**src/hw/evtr_pkg.sv**
```systemverilog
// Shared constants and types of the egress VLAN tag and pacing block.
// Assumes a single core clock; all users import the whole package.
package evtr_pkg;

    ////////////////////////////////////////////////////////////////////
    // Register indexes; the byte address is four times the index.
    localparam logic [13:0] IDX_RULES    = 14'h1c0c;
    localparam logic [13:0] IDX_PACE01   = 14'h1c0d;
    localparam logic [13:0] IDX_PACE23   = 14'h1c0e;
    localparam logic [13:0] IDX_PACE_CTL = 14'h1c20;
    localparam int          IDX_LSB      = 2;

    localparam logic [31:0] RULES_MASK = 32'h007f_7f7f;
    localparam logic [31:0] PACE_MASK  = 32'h03ff_ffff;
    localparam logic [31:0] RST_ZERO   = 32'h0000_0000;

    // Per-port control group layout inside the tagging register.
    localparam int PORT_STRIDE = 8;
    localparam int CTL_W       = 7;
    localparam int CTL_TYPE    = 0;
    localparam int CTL_CTAG    = 2;
    localparam int CTL_CPRI    = 3;
    localparam int CTL_CVID    = 4;
    localparam int CTL_INS     = 5;
    localparam int CTL_SEL     = 6;
    localparam int TYPE_W      = 2;

    // Pacing fields.
    localparam int RATE_W      = 13;
    localparam int RATE_LO     = 0;
    localparam int RATE_HI     = 13;
    localparam int PACE_W      = 25;
    localparam int PCTL_EN     = 0;
    localparam int PCTL_BUSY   = 1;
    localparam int PCTL_LVL    = 8;

    // Timing: pacing counts in units of 20 ns, drained each clock.
    localparam int PACE_UNIT_NS = 20;
    localparam int CLK_NS       = 100;
    localparam logic [PACE_W-1:0] PACE_STEP =
        PACE_W'(CLK_NS / PACE_UNIT_NS);

    localparam int FIFO_DEPTH = 32;
    localparam logic [1:0] PORT0 = 2'h0;

    typedef enum logic [1:0] {
        PT_DUMB   = 2'b00,
        PT_ACCESS = 2'b01,
        PT_HYBRID = 2'b10,
        PT_CPU    = 2'b11
    } evtr_ptype_t;

    typedef enum logic [1:0] {
        TK_UNTAGGED = 2'b00,
        TK_PRIO     = 2'b01,
        TK_REGULAR  = 2'b10,
        TK_SPECIAL  = 2'b11
    } evtr_kind_t;

    typedef enum logic [2:0] {
        ACT_KEEP    = 3'h0,
        ACT_STRIP   = 3'h1,
        ACT_INSERT  = 3'h2,
        ACT_RETAG   = 3'h3,
        ACT_SPECIAL = 3'h4
    } evtr_act_t;

    typedef enum logic [1:0] {
        BUS_IDLE = 2'b00,
        BUS_ACK  = 2'b01
    } evtr_bus_t;

    typedef struct packed {
        logic [1:0]  eport;
        logic [1:0]  iport;
        evtr_kind_t  kind;
        logic [1:0]  queue;
        logic        untag;
        logic [11:0] vlan_identifier;
        logic [2:0]  pri;
        logic [11:0] ivid;
        logic [2:0]  ipri;
        logic [11:0] evid;
        logic [2:0]  epri;
        logic [10:0] len;
    } evtr_desc_t;

    typedef struct packed {
        evtr_act_t   action;
        logic [11:0] vlan_identifier;
        logic [2:0]  pri;
    } evtr_dec_t;

endpackage

```
**src/hw/evtr_fifo.sv**
```systemverilog
// Descriptor FIFO with a registered read stage.
// Assumes the core clock and an active-low asynchronous reset.
`timescale 1ns/1ps
module evtr_fifo #(
    parameter int W     = 8,
    parameter int DEPTH = 32
) (
    input  wire logic                       clk,
    input  wire logic                       resetn,
    input  wire logic                       s_valid,
    output      logic                       s_ready,
    input  wire logic [W-1:0]               s_data,
    output      logic                       m_valid,
    input  wire logic                       m_ready,
    output      logic [W-1:0]               m_data,
    output      logic [$clog2(DEPTH):0]     level
);
    localparam int AW = $clog2(DEPTH);

    logic [W-1:0]  mem [DEPTH];
    logic [AW-1:0] wp_q, wp_d, rp_q, rp_d;
    logic [AW:0]   cnt_q, cnt_d;
    logic          ov_q, ov_d, rdy_q, rdy_d;
    logic [W-1:0]  od_q, od_d;
    logic          push, load;

    ////////////////////////////////////////////////////////////////////
    always_comb begin
        push  = s_valid && rdy_q;
        load  = (cnt_q != '0) && (!ov_q || m_ready);
        wp_d  = push ? wp_q + AW'(1) : wp_q;
        rp_d  = load ? rp_q + AW'(1) : rp_q;
        cnt_d = cnt_q + (AW+1)'(push) - (AW+1)'(load);
        ov_d  = load ? 1'b1 : (m_ready ? 1'b0 : ov_q);
        od_d  = load ? mem[rp_q] : od_q;
        // Ready is registered, so it looks at the count after this edge.
        rdy_d = cnt_d < (AW+1)'(DEPTH);
    end

    always_ff @(posedge clk) begin
        if (push) begin
            mem[wp_q] <= s_data;
        end
    end

    always_ff @(posedge clk or negedge resetn) begin
        if (!resetn) begin
            wp_q  <= '0;
            rp_q  <= '0;
            cnt_q <= '0;
            ov_q  <= 1'b0;
            od_q  <= '0;
            rdy_q <= 1'b0;
        end else begin
            wp_q  <= wp_d;
            rp_q  <= rp_d;
            cnt_q <= cnt_d;
            ov_q  <= ov_d;
            od_q  <= od_d;
            rdy_q <= rdy_d;
        end
    end

    assign s_ready = rdy_q;
    assign m_valid = ov_q;
    assign m_data  = od_q;
    assign level   = cnt_q;
endmodule

```
**src/hw/evtr_top.sv**
```systemverilog
// Egress VLAN tagging decision and port 0 per-queue egress pacing.
// Assumes descriptors from core-clock logic and an Avalon-MM master.
// Summary of operation
// - Change-tag lets VLAN_IDENTIFIER/priority change act on regular tagged packets only.
// - Tag select, insert and change controls act only on hybrid ports.
// - Dumb port passes packets, strips special tags from the MII port.
// - Access port strips every tag, special tags included.
// - Hybrid port inserts, removes or changes tags per its control bits.
// - CPU port adds a special tag naming the ingress port.
// - Port 1 controls sit at bits 14 to 8.
// - Port 0 controls sit at bits 6 to 0; bits 15 and 7 read zero.
// - Pacing time per byte is field value plus one, times 20 ns.
// - Port 0 queues 0 and 1 use bits 12:0 and 25:13, reset zero.
// - Port 0 queues 2 and 3 use the second rate register alike.
// - Select 0 takes ingress VLAN_IDENTIFIER/priority, 1 takes egress defaults.
// - Insert tags untagged packets when the untag bit is clear.
// - VLAN_IDENTIFIER change replaces regular VIDs; priority tagged always; untag strips.
// - Priority change hits priority tagged; regular needs change-tag, no untag.
//
// Local design decision: the Avalon-MM slave port.
`timescale 1ns/1ps
module evtr_top (
    input  wire logic                ref_clk,
    input  wire logic                resetn,
    input  wire logic [15:0]         avs_address,
    input  wire logic                avs_read,
    input  wire logic                avs_write,
    input  wire logic [31:0]         avs_writedata,
    output      logic [31:0]         avs_readdata,
    output      logic                avs_waitrequest,
    input  wire logic                in_valid,
    output      logic                in_ready,
    input  wire logic [1:0]          in_egress_port,
    input  wire logic [1:0]          in_ingress_port,
    input  wire evtr_pkg::evtr_kind_t in_tag_kind,
    input  wire logic [1:0]          in_queue,
    input  wire logic                in_untag,
    input  wire logic [11:0]         in_vid,
    input  wire logic [2:0]          in_pri,
    input  wire logic [11:0]         in_ingr_dflt_vid,
    input  wire logic [2:0]          in_ingr_pri,
    input  wire logic [11:0]         in_egr_dflt_vid,
    input  wire logic [2:0]          in_egr_dflt_pri,
    input  wire logic [10:0]         in_len,
    output      logic                out_valid,
    input  wire logic                out_ready,
    output      logic [1:0]          out_egress_port,
    output      evtr_pkg::evtr_act_t out_action,
    output      logic [11:0]         out_vid,
    output      logic [2:0]          out_pri,
    output      logic [1:0]          out_src_port,
    output      logic [1:0]          out_queue,
    output      logic [10:0]         out_len
);
    import evtr_pkg::*;

    localparam int DESC_W = $bits(evtr_desc_t);
    localparam int LVL_W  = $clog2(FIFO_DEPTH) + 1;

    evtr_bus_t         bus_q, bus_d;
    logic              wait_q, wait_d;
    logic [31:0]       rdata_q, rdata_d, rd_val;
    logic [31:0]       rules_q, rules_d, p01_q, p01_d, p23_q, p23_d;
    logic              pen_q, pen_d;
    logic [13:0]       idx;
    logic [PACE_W-1:0] pace_q, pace_d;
    logic [RATE_W-1:0] rate;
    evtr_desc_t        in_desc, hd;
    logic              hd_valid, iss;
    logic [LVL_W-1:0]  level;
    logic [CTL_W-1:0]  hd_ctl;
    evtr_dec_t         dec;
    logic              ov_q, ov_d;
    evtr_desc_t        od_q, od_d;
    evtr_dec_t         odec_q, odec_d;

    // Control group of one egress port; the unused code 3 reads as dumb.
    function automatic logic [CTL_W-1:0] port_ctl(input logic [31:0] r,
                                                  input logic [1:0]  p);
        port_ctl = '0;
        if (p != 2'h3) begin
            port_ctl = r[32'(p) * PORT_STRIDE +: CTL_W];
        end
    endfunction

    function automatic evtr_dec_t decide(input logic [CTL_W-1:0] c,
                                         input evtr_desc_t       d);
        evtr_dec_t   r;
        logic [11:0] sv;
        logic [2:0]  sp;
        sv = c[CTL_SEL] ? d.evid : d.ivid;
        sp = c[CTL_SEL] ? d.epri : d.ipri;
        r.action = ACT_KEEP;
        r.vlan_identifier    = d.vlan_identifier;
        r.pri    = d.pri;
        case (evtr_ptype_t'(c[CTL_TYPE +: TYPE_W]))
            PT_DUMB: begin
                if (d.kind == TK_SPECIAL) begin
                    r.action = ACT_STRIP;
                end
            end
            PT_ACCESS: begin
                if (d.kind != TK_UNTAGGED) begin
                    r.action = ACT_STRIP;
                end
            end
            PT_HYBRID: begin
                if (d.kind == TK_UNTAGGED) begin
                    if (c[CTL_INS] && !d.untag) begin
                        r.action = ACT_INSERT;
                        r.vlan_identifier    = sv;
                        r.pri    = sp;
                    end
                end else if (d.kind == TK_PRIO) begin
                    r.action = ACT_RETAG;
                    r.vlan_identifier    = sv;
                    if (c[CTL_CPRI]) begin
                        r.pri = sp;
                    end
                end else if (d.kind == TK_REGULAR) begin
                    if (c[CTL_CTAG] && (c[CTL_CVID] || c[CTL_CPRI])) begin
                        if (d.untag) begin
                            r.action = ACT_STRIP;
                        end else begin
                            r.action = ACT_RETAG;
                            if (c[CTL_CVID]) begin
                                r.vlan_identifier = sv;
                            end
                            if (c[CTL_CPRI]) begin
                                r.pri = sp;
                            end
                        end
                    end
                end else begin
                    r.action = ACT_STRIP;
                end
            end
            default: begin
                r.action = ACT_SPECIAL;
            end
        endcase
        decide = r;
    endfunction

    ////////////////////////////////////////////////////////////////////
    // Register slave: one wait state, write lands on the release edge.
    assign idx = avs_address[15:IDX_LSB];

    always_comb begin
        rd_val = RST_ZERO;
        if (idx == IDX_RULES) begin
            rd_val = rules_q;
        end else if (idx == IDX_PACE01) begin
            rd_val = p01_q;
        end else if (idx == IDX_PACE23) begin
            rd_val = p23_q;
        end else if (idx == IDX_PACE_CTL) begin
            rd_val[PCTL_EN]   = pen_q;
            rd_val[PCTL_BUSY] = pace_q != '0;
            rd_val[PCTL_LVL +: LVL_W] = level;
        end
    end

    always_comb begin
        bus_d   = bus_q;
        rdata_d = rdata_q;
        rules_d = rules_q;
        p01_d   = p01_q;
        p23_d   = p23_q;
        pen_d   = pen_q;
        case (bus_q)
            BUS_IDLE: begin
                if (avs_read || avs_write) begin
                    bus_d   = BUS_ACK;
                    rdata_d = avs_read ? rd_val : RST_ZERO;
                end
            end
            BUS_ACK: begin
                bus_d = BUS_IDLE;
                if (avs_write) begin
                    if (idx == IDX_RULES) begin
                        rules_d = avs_writedata & RULES_MASK;
                    end else if (idx == IDX_PACE01) begin
                        p01_d = avs_writedata & PACE_MASK;
                    end else if (idx == IDX_PACE23) begin
                        p23_d = avs_writedata & PACE_MASK;
                    end else if (idx == IDX_PACE_CTL) begin
                        pen_d = avs_writedata[PCTL_EN];
                    end
                end
            end
            default: begin
                bus_d = BUS_IDLE;
            end
        endcase
        wait_d = bus_d != BUS_ACK;
    end

    always_ff @(posedge ref_clk or negedge resetn) begin
        if (!resetn) begin
            bus_q   <= BUS_IDLE;
            wait_q  <= 1'b1;
            rdata_q <= RST_ZERO;
            rules_q <= RST_ZERO;
            p01_q   <= RST_ZERO;
            p23_q   <= RST_ZERO;
            pen_q   <= 1'b0;
        end else begin
            bus_q   <= bus_d;
            wait_q  <= wait_d;
            rdata_q <= rdata_d;
            rules_q <= rules_d;
            p01_q   <= p01_d;
            p23_q   <= p23_d;
            pen_q   <= pen_d;
        end
    end

    ////////////////////////////////////////////////////////////////////
    // Descriptor queue.
    assign in_desc = '{eport: in_egress_port, iport: in_ingress_port,
                       kind: in_tag_kind, queue: in_queue,
                       untag: in_untag, vlan_identifier: in_vid, pri: in_pri,
                       ivid: in_ingr_dflt_vid, ipri: in_ingr_pri,
                       evid: in_egr_dflt_vid, epri: in_egr_dflt_pri,
                       len: in_len};

    evtr_fifo #(.W(DESC_W), .DEPTH(FIFO_DEPTH)) u_fifo (
        .clk     (ref_clk),
        .resetn  (resetn),
        .s_valid (in_valid),
        .s_ready (in_ready),
        .s_data  (in_desc),
        .m_valid (hd_valid),
        .m_ready (iss),
        .m_data  (hd),
        .level   (level)
    );

    ////////////////////////////////////////////////////////////////////
    // Issue stage and pacing. Pacing holds the whole queue head, so a
    // paced port 0 packet also delays the packets queued behind it.
    always_comb begin
        hd_ctl = port_ctl(rules_q, hd.eport);
        dec    = decide(hd_ctl, hd);
        iss    = hd_valid && (pace_q == '0) && (!ov_q || out_ready);
        case (hd.queue)
            2'h0:    rate = p01_q[RATE_LO +: RATE_W];
            2'h1:    rate = p01_q[RATE_HI +: RATE_W];
            2'h2:    rate = p23_q[RATE_LO +: RATE_W];
            default: rate = p23_q[RATE_HI +: RATE_W];
        endcase
        pace_d = (pace_q > PACE_STEP) ? pace_q - PACE_STEP : '0;
        if (iss && hd.eport == PORT0 && pen_q) begin
            pace_d = PACE_W'(hd.len) * (PACE_W'(rate) + PACE_W'(1));
        end
        ov_d   = iss ? 1'b1 : (out_ready ? 1'b0 : ov_q);
        od_d   = iss ? hd : od_q;
        odec_d = iss ? dec : odec_q;
    end

    always_ff @(posedge ref_clk or negedge resetn) begin
        if (!resetn) begin
            pace_q <= '0;
            ov_q   <= 1'b0;
            od_q   <= '0;
            odec_q <= '0;
        end else begin
            pace_q <= pace_d;
            ov_q   <= ov_d;
            od_q   <= od_d;
            odec_q <= odec_d;
        end
    end

    assign avs_readdata    = rdata_q;
    assign avs_waitrequest = wait_q;
    assign out_valid       = ov_q;
    assign out_egress_port = od_q.eport;
    assign out_action      = odec_q.action;
    assign out_vid         = odec_q.vlan_identifier;
    assign out_pri         = odec_q.pri;
    assign out_src_port    = od_q.iport;
    assign out_queue       = od_q.queue;
    assign out_len         = od_q.len;

    logic [1:0] ht;
    assign ht = hd_ctl[CTL_TYPE +: TYPE_W];
endmodule

```
**config.mk**
```make
export PLATFORM = sky130hd
export DESIGN_NAME = evtr_top
export DESIGN_NICKNAME = d
export VERILOG_FILES = /design/src/hw/evtr_pkg.sv /design/src/hw/evtr_fifo.sv /design/src/hw/evtr_top.sv
export SDC_FILE = /design/constraint.sdc
export NUM_CORES = 2
export LEC_CHECK = 0
export ABC_CLOCK_PERIOD_IN_PS = 9300
export BUFFER_PORTS_ARGS = -buffer_cell sky130_fd_sc_hd__buf_2
export CORE_MARGIN = 8
export CORE_UTILIZATION = 29
export CTS_CLUSTER_SIZE = 20
export DETAILED_ROUTE_END_ITERATION = 8
export GPL_TIMING_DRIVEN = 0
export PLACE_DENSITY = 0.47
export SKIP_CTS_REPAIR_TIMING = 1
export SLEW_MARGIN = 20
export SYNTH_ARGS = -nofsm -noshare
export SYNTH_HDL_FRONTEND = slang
export SYNTH_HIERARCHICAL = 1
export SYNTH_SLANG_ARGS = --single-unit
```
**constraint.sdc**
```tcl
create_clock -name ref_clk -period 9.3 [get_ports ref_clk]
set_clock_uncertainty 0.15 [all_clocks]
set_input_delay 1.86 -clock ref_clk [delete_from_list [all_inputs] [get_ports ref_clk]]
set_output_delay 1.86 -clock ref_clk [all_outputs]
set_load 0.01 [all_outputs]
```
## Word-level counts from Yosys, hierarchy flattened

Memory sizes are Yosys's and may differ from the RTL's. A register that Yosys moved wholly into a read port is not among the register bits.
Cells that the tools add are included.

- Register bits after elaboration: 188
- Bits in writable memories: 2,080
- Word-level logic and storage cells: 118
- Memories kept: 1

- Add/sub/neg operators: 6
- Multipliers: 1
- Magnitude comparators: 2
- Equality and inequality tests: 14
- Shifts and indexed selects: 1
- Mux-type cells: 37
- Bitwise operators: 3
- Reductions and logical operators: 32

Memory list:

| memory | depth | bits a word | read ports | clocked after Yosys merged registers in | wr ports | line | source |
|---|---|---|---|---|---|---|---|
| u_fifo.mem | 32 | 65 | 1 | 1 | 1 | evtr_fifo.sv:20 | `logic [W-1:0] mem [DEPTH];` |

Operators by type and width:

| kind | count |
|---|---|
| 32-bit two-way mux | 3 |
| 14-bit by 13-bit equality test with 1-bit output, second input constant | 4 |
| 18-bit two-way mux | 3 |
| 25-bit two-way mux | 2 |
| 15-bit two-way mux | 3 |
| 13-bit case mux with 3 select lines | 1 |
| 12-bit two-way mux | 3 |
| 32-bit by 6-bit variable part select with 7-bit output | 1 |
| 25-bit by 3-bit greater-than comparator with 1-bit output, second input constant | 1 |
| 25-bit zero test | 1 |
| 11-bit by 14-bit multiplier with 25-bit output | 1 |
| 25-bit nonzero test | 1 |
| 25-bit by 3-bit subtractor with 25-bit output, second input constant | 1 |
| 6-bit two-way mux | 3 |
| 17-bit two-way mux | 1 |
| 13-bit by 1-bit adder with 14-bit output, second input constant | 1 |
| 5-bit by 1-bit adder with 5-bit output, second input constant | 2 |
| 2-bit zero test | 5 |
| 2-bit two-way mux | 5 |
| 3-bit two-way mux | 3 |
| 3-bit case mux with 3 select lines | 1 |
| 2-bit by 1-bit equality test with 1-bit output, second input constant | 4 |
| 2-bit equality test, second input constant | 4 |
| 1-bit logical AND | 8 |
| other kinds (17) | 34 |

## Depth between registers and ports, before layout

- Word-level depth: 10
- Depth in mapped cells: 27

## Modules after synthesis

The synthesis kept the hierarchy.

By module, submodules not included:

| module | times used | cells each | area an instance (um2) | seq. area each (um2) |
|---|---|---|---|---|
| evtr_fifo | 1 | 3,846 | 82,630.5 | 64,536.9 |
| evtr_top | 1 | 1,288 | 13,218.9 | 4,105.2 |

## Worst setup path before layout

OpenSTA, ideal clock, no wires.

- Path kind: register -> register
- From: register u_fifo.od_q[57], in the netlist u_fifo/m_data[57], read port of u_fifo.mem
- To: register pace_q[24]
- Setup time: 0.127 ns
- Arrival: 6.400 ns
- Slack: 2.623 ns
- Stages on the path, launching flop included: 27
- Buffers on the path: 5
- Clock period less this slack: 6.677 ns
- Path through: dfrtp_1 > buf_2 > buf_4 > mux4_2 > clkbuf_1 > ha_1 > nand4_1 > xor2_1 > clkbuf_1 > nand2b_1 > fa_1 > fa_1 > inv_1 > fa_1 > fa_1 > inv_1 > fa_1 > inv_1 > ha_1 > clkbuf_1 > nand2_1 > a211o_1 > o21bai_1 > a221oi_1 > o22ai_1 > xnor2_1 > o21ai_0

- Cells in the longest elaborated chain, start to end: 5
- Elaborated cells on any way between the ends: 7
- Classes of those cells: add/sub: 1; mul: 1; eq/ne: 2; mux: 2; reduce/logical: 1

Ends and longest elaborated chain:

| item | line | source |
|---|---|---|
| start: declaration | evtr_fifo.sv:24 | `logic [W-1:0] od_q, od_d;` |
| 2-bit equality test (tied with other cells) | evtr_top.sv:247 | `case (hd.queue)` |
| 13-bit case mux with 3 select lines * | evtr_top.sv:247 |  |
| 13-bit by 1-bit adder with 14-bit output * | evtr_top.sv:255 | `pace_d = PACE_W'(hd.len) * (PACE_W'(rate) + PACE_W'(1));` |
| 11-bit by 14-bit multiplier with 25-bit output * | evtr_top.sv:255 |  |
| 25-bit two-way mux * | evtr_top.sv:254 | `if (iss && hd.eport == PORT0 && pen_q) begin` |
| net pace_d[24] | evtr_top.sv:66 | `logic [PACE_W-1:0] pace_q, pace_d;` |
| end signal: assignment | evtr_top.sv:269 | `pace_q <= pace_d;` |
| end: declaration | evtr_top.sv:66 |  |

Mark *: on every way through the listed nets, which the timed path passes. The rest lies on a longest branch.
A chain may end at the register's enable or synchronous reset.

## Worst setup path in the final report

Ends and elaborated chain as after synthesis.

==> results.rst <==
.. list-table::
   :header-rows: 1

   * - Metric
     - Value
   * - TritonCTS Buffers
     - about 240
   * - Maximum capacitance violations
     - 0
   * - Sequential area share after synthesis
     - 0.716
   * - Violation count after the first detailed-routing iteration
     - roughly 5000
   * - Area leader, netlist
     - sky130_fd_sc_hd__edfxtp_1
   * - Source of the worst register-to-register timing path
     - u_fifo/m_data[57]
   * - Critical path launch point
     - u_fifo/m_data[57]
   * - Synth-to-Final Area Change
     - 18.3%
   * - Number of cells traversed by the worst register-to-register path
     - 25
   * - Die area
     - between 0.3 and 0.4 mm2
   * - Net count of the finished layout
     - around 6000
   * - Part of the total power dissipated in sequential elements
     - 0.541
   * - Half-perimeter wire length of the detailed placement result
     - 214000 um
   * - Total routed wirelength
     - approximately 300000 um
   * - Effective utilization at floorplan
     - 0.291
   * - DR vias
     - approximately 52000
   * - Wire per inst
     - around 29 um
   * - TritonCTS clock tree
     - yes
   * - Switching pwr
     - 4260 uW
   * - Ratio of total power to cell area
     - between 150 and 200 mW/mm2
   * - Worst voltage drop across the vdd grid
     - 0.000164 V
   * - Synth async-reset ratio
     - 0.106
   * - Flip-flop and latch count after synthesis
     - approximately 2300
   * - Status
     - completed
   * - Bufs on Longest Clock Path
     - 4
   * - Reg-to-reg slack, setup
     - about 0.68 ns
   * - Dominant cell by count in the synthesized netlist
     - sky130_fd_sc_hd__edfxtp_1
   * - Remaining routing DRC violations
     - 0
   * - Initial antenna violation count
     - 44
   * - Post-CTS clock slew at the launch and capture registers of the worst setup and hold paths
     - around 0.070 ns
   * - Total negative slack for setup checks
     - 0 ns
   * - Max Slew Vio Count
     - 0
   * - Leak Pwr
     - slightly below 0.04 uW
   * - Type of the worst min-delay path
     - reg2reg
   * - Pre-CTS setup slack
     - 0.446 ns
   * - Horizontal die dimension
     - just under 600 um
   * - Endpoint of the worst register-to-register path
     - pace_q[24]
   * - Root buffer selected by CTS
     - sky130_fd_sc_hd__clkbuf_16
   * - Distinct cells, synth
     - 81
   * - Worst endpoint data arrival time
     - 9.21 ns
   * - Fraction of the cycle the final worst path needs
     - 0.927
   * - Max Fanout on Critical Path
     - 10
   * - Switching share of power
     - 0.202
   * - Setup repair after global routing missed its margin
     - false
   * - Drt first pass iters
     - 5
   * - Die H
     - ~600 um
   * - Remaining antenna violation count after routing
     - 0
   * - GRT Overall Usage
     - 0.168
   * - Max stage delay cell, worst path
     - sky130_fd_sc_hd__mux4_2
   * - Post-layout total power
     - roughly 21000 uW
   * - Start point of the worst hold path
     - out_len[3]
   * - Std cell rows
     - 211
   * - RD Place Congestion
     - just under 0.8
   * - Final Hold Fails
     - 0
   * - First-pass GRT wire length
     - between 400000 and 500000 um
   * - Biggest area contributors in the synthesized netlist
     - sky130_fd_sc_hd__edfxtp_1, sky130_fd_sc_hd__mux4_2, sky130_fd_sc_hd__dfrtp_1
   * - Transition time at the pin with the least slew margin
     - roughly 1.2 ns
   * - Number of endpoints failing setup at the final stage
     - 0
   * - Part of the power in the clock network
     - 0.449
   * - Synthesized area divided by synthesized cell count
     - approximately 19 um2
   * - Synth warn
     - 6
   * - Worst Setup Start Kind
     - flip-flop
   * - Maximum cell stage delay along the critical path
     - 0.67 ns
   * - Min Clock Period, post-route
     - between 8 and 9 ns
   * - Count of buffers from port buffering
     - approximately 170
   * - Vias in the first global route
     - about 53000
   * - Final setup slack of the worst path
     - roughly 0.68 ns
   * - Most frequent cell on the critical path
     - sky130_fd_sc_hd__fa_1
   * - Sinks on Clock Net
     - 2327
   * - Slew margin rel.
     - 0.170
   * - Pin count of the biggest net entering global routing
     - 73
   * - Core area
     - around 0.33 mm2
   * - Worst Path Class, Setup
     - reg2reg
   * - Gate Count Post-Synth
     - roughly 5000
   * - Comb power frac
     - 0.010
   * - Required arrival time at the worst endpoint
     - 9.89 ns
   * - Number of enable-type register cells in the synthesized netlist
     - between 2000 and 2500
   * - Category of the worst setup path capture point
     - flip-flop
   * - Area share of the largest cell type after synthesis
     - 0.652
   * - Peak clock frequency supported by timing
     - ~120 MHz
   * - Commonest register cell after synthesis
     - sky130_fd_sc_hd__edfxtp_1
   * - Sum of overflow across all layers after global routing
     - 0
   * - Later-pin clock latency in the skew report
     - roughly 0.91 ns
   * - H-Tree Depth
     - 4
   * - Area of the mapped netlist
     - ~0.096 mm2
   * - Share of final-layout standard cells stronger than drive strength 1
     - 0.240
   * - Via/cell ratio
     - 5.06
   * - Most frequent cells after synthesis
     - sky130_fd_sc_hd__edfxtp_1, sky130_fd_sc_hd__mux4_2, sky130_fd_sc_hd__mux2i_1
   * - Internal power component
     - approximately 17000 uW
   * - Worst Hold Depth
     - 2
   * - Number of placed I/O pins
     - 189
   * - Worst Hold Endpoint
     - out_len[3]
-- flip-flops by register name, summed over array words and instances (netlist names), 2 cells and up --
| register | count |
|---|---|
| u_fifo/mem | 2080 |
| u_fifo/m_data | 65 |
| avs_readdata | 26 |
| p01_q | 26 |
| p23_q | 26 |
| pace_q | 25 |
| rules_q | 21 |
| out_vid | 12 |
| out_len | 11 |
| u_fifo/level | 6 |
| u_fifo/rp_q | 5 |
| u_fifo/wp_q | 5 |
| out_action | 3 |
| out_pri | 3 |
| bus_q | 2 |
| out_egress_port | 2 |
| out_queue | 2 |
| out_src_port | 2 |
-- cell usage in the layout, fill, tap and decap left out, drive strengths merged, types with 74 or more instances in the layout --
master,count
clkbuf,443
clkinv,103
nand2,235
mux4,418
ha,80
fa,108
nor2,142
inv,145
nor2b,74
dfrtp,246
mux2,114
a21oi,75
o22ai,118
o21ai,127
edfxtp,2080
buf,491
mux2i,305
-- power by group through the flow --
stage                     clock network, uW  registers (uW)  logic (uW)
final                                  9470           11400         211
after floorplan                           0           11600        10.5
after global placement                    0           11600         196
after detailed placement                  0           11600         217
after CTS                              9690           11400         216
after global routing                  10000           11400         235
-- per-stage QoR --
step / instances / cell area (um2) / util / hold slack, ns
after detailed placement: 9822 / 106000 / 0.321 / 0.301
after floorplan: 5140 / 95900 / - / 0.293
final: 10300 / 113000 / 0.344 / 0.309
after global routing: 10300 / 113000 / 0.344 / 0.335
after CTS: 10300 / 113000 / 0.344 / 0.316
after global placement: 9680 / 102000 / 0.310 / 0.299
-- worst max-delay path by stage --
| stage | endpoint | slack, ns | cells after the start |
|---|---|---|---|
| detailed placement | pace_q[24] | 0.45 | 24 |
| global placement | u_fifo/mem[20][27] | -2.25 | 5 |
| finish | pace_q[24] | 0.68 | 25 |
| floorplan | pace_q[24] | 2.62 | 26 |
| global route | pace_q[24] | 0.22 | 24 |
| CTS | pace_q[24] | 0.37 | 24 |
-- critical path: cells and delay by family (launching register included) --
kind | cells | cell delay [ns]
adder cells (fa/ha/maj) | 7 | 3.17
multiplexers | 1 | 0.67
flip-flops | 1 | 0.55
AO/OA/AOI/OAI | 6 | 1.28
AND/OR/NAND/NOR | 2 | 0.28
buffers and inverters | 7 | 1.83
XOR/XNOR | 2 | 0.53
-- final cells by class --
| class | instances | area [um2] |
|---|---|---|
| timing repair buffer | 316 | 4120 |
| fill | 31100 | 216000 |
| clock buffer | 329 | 6640 |
| inverter | 143 | 537 |
| buffer | 289 | 1690 |
| multi-input combinational | 2381 | 25300 |
| clock inverter | 123 | 1020 |
| antenna | 8 | 20.0 |
| tap | 4366 | 5460 |
| sequential | 2327 | 68600 |
-- cell families (layout without fill, tap and decap cells) --
family / after synthesis / count (layout) / share of synthesized area
muxes: 837 / 837 / 0.143
adders and majority gates: 188 / 188 / 0.0330
DFF: 2327 / 2327 / 0.716
other: 1 / 15 / 0.0000391
buffers and inverters: 432 / 1200 / 0.0231
and+or+nand+nor: 725 / 725 / 0.0389
xor gates and xnor gates: 63 / 63 / 0.00576
AOI/OAI and AO/OA: 561 / 561 / 0.0396
-- per-layer routing --
layer  global-route usage  routed length, um  up-vias
met5                    0                 32        -
met4               0.0414               7990        6
met3               0.0264              18500      434
met2                0.272             140000     1740
met1                0.236             133000    28300
li1                     -                  -    21600
Power figures use the tool's default switching activity.
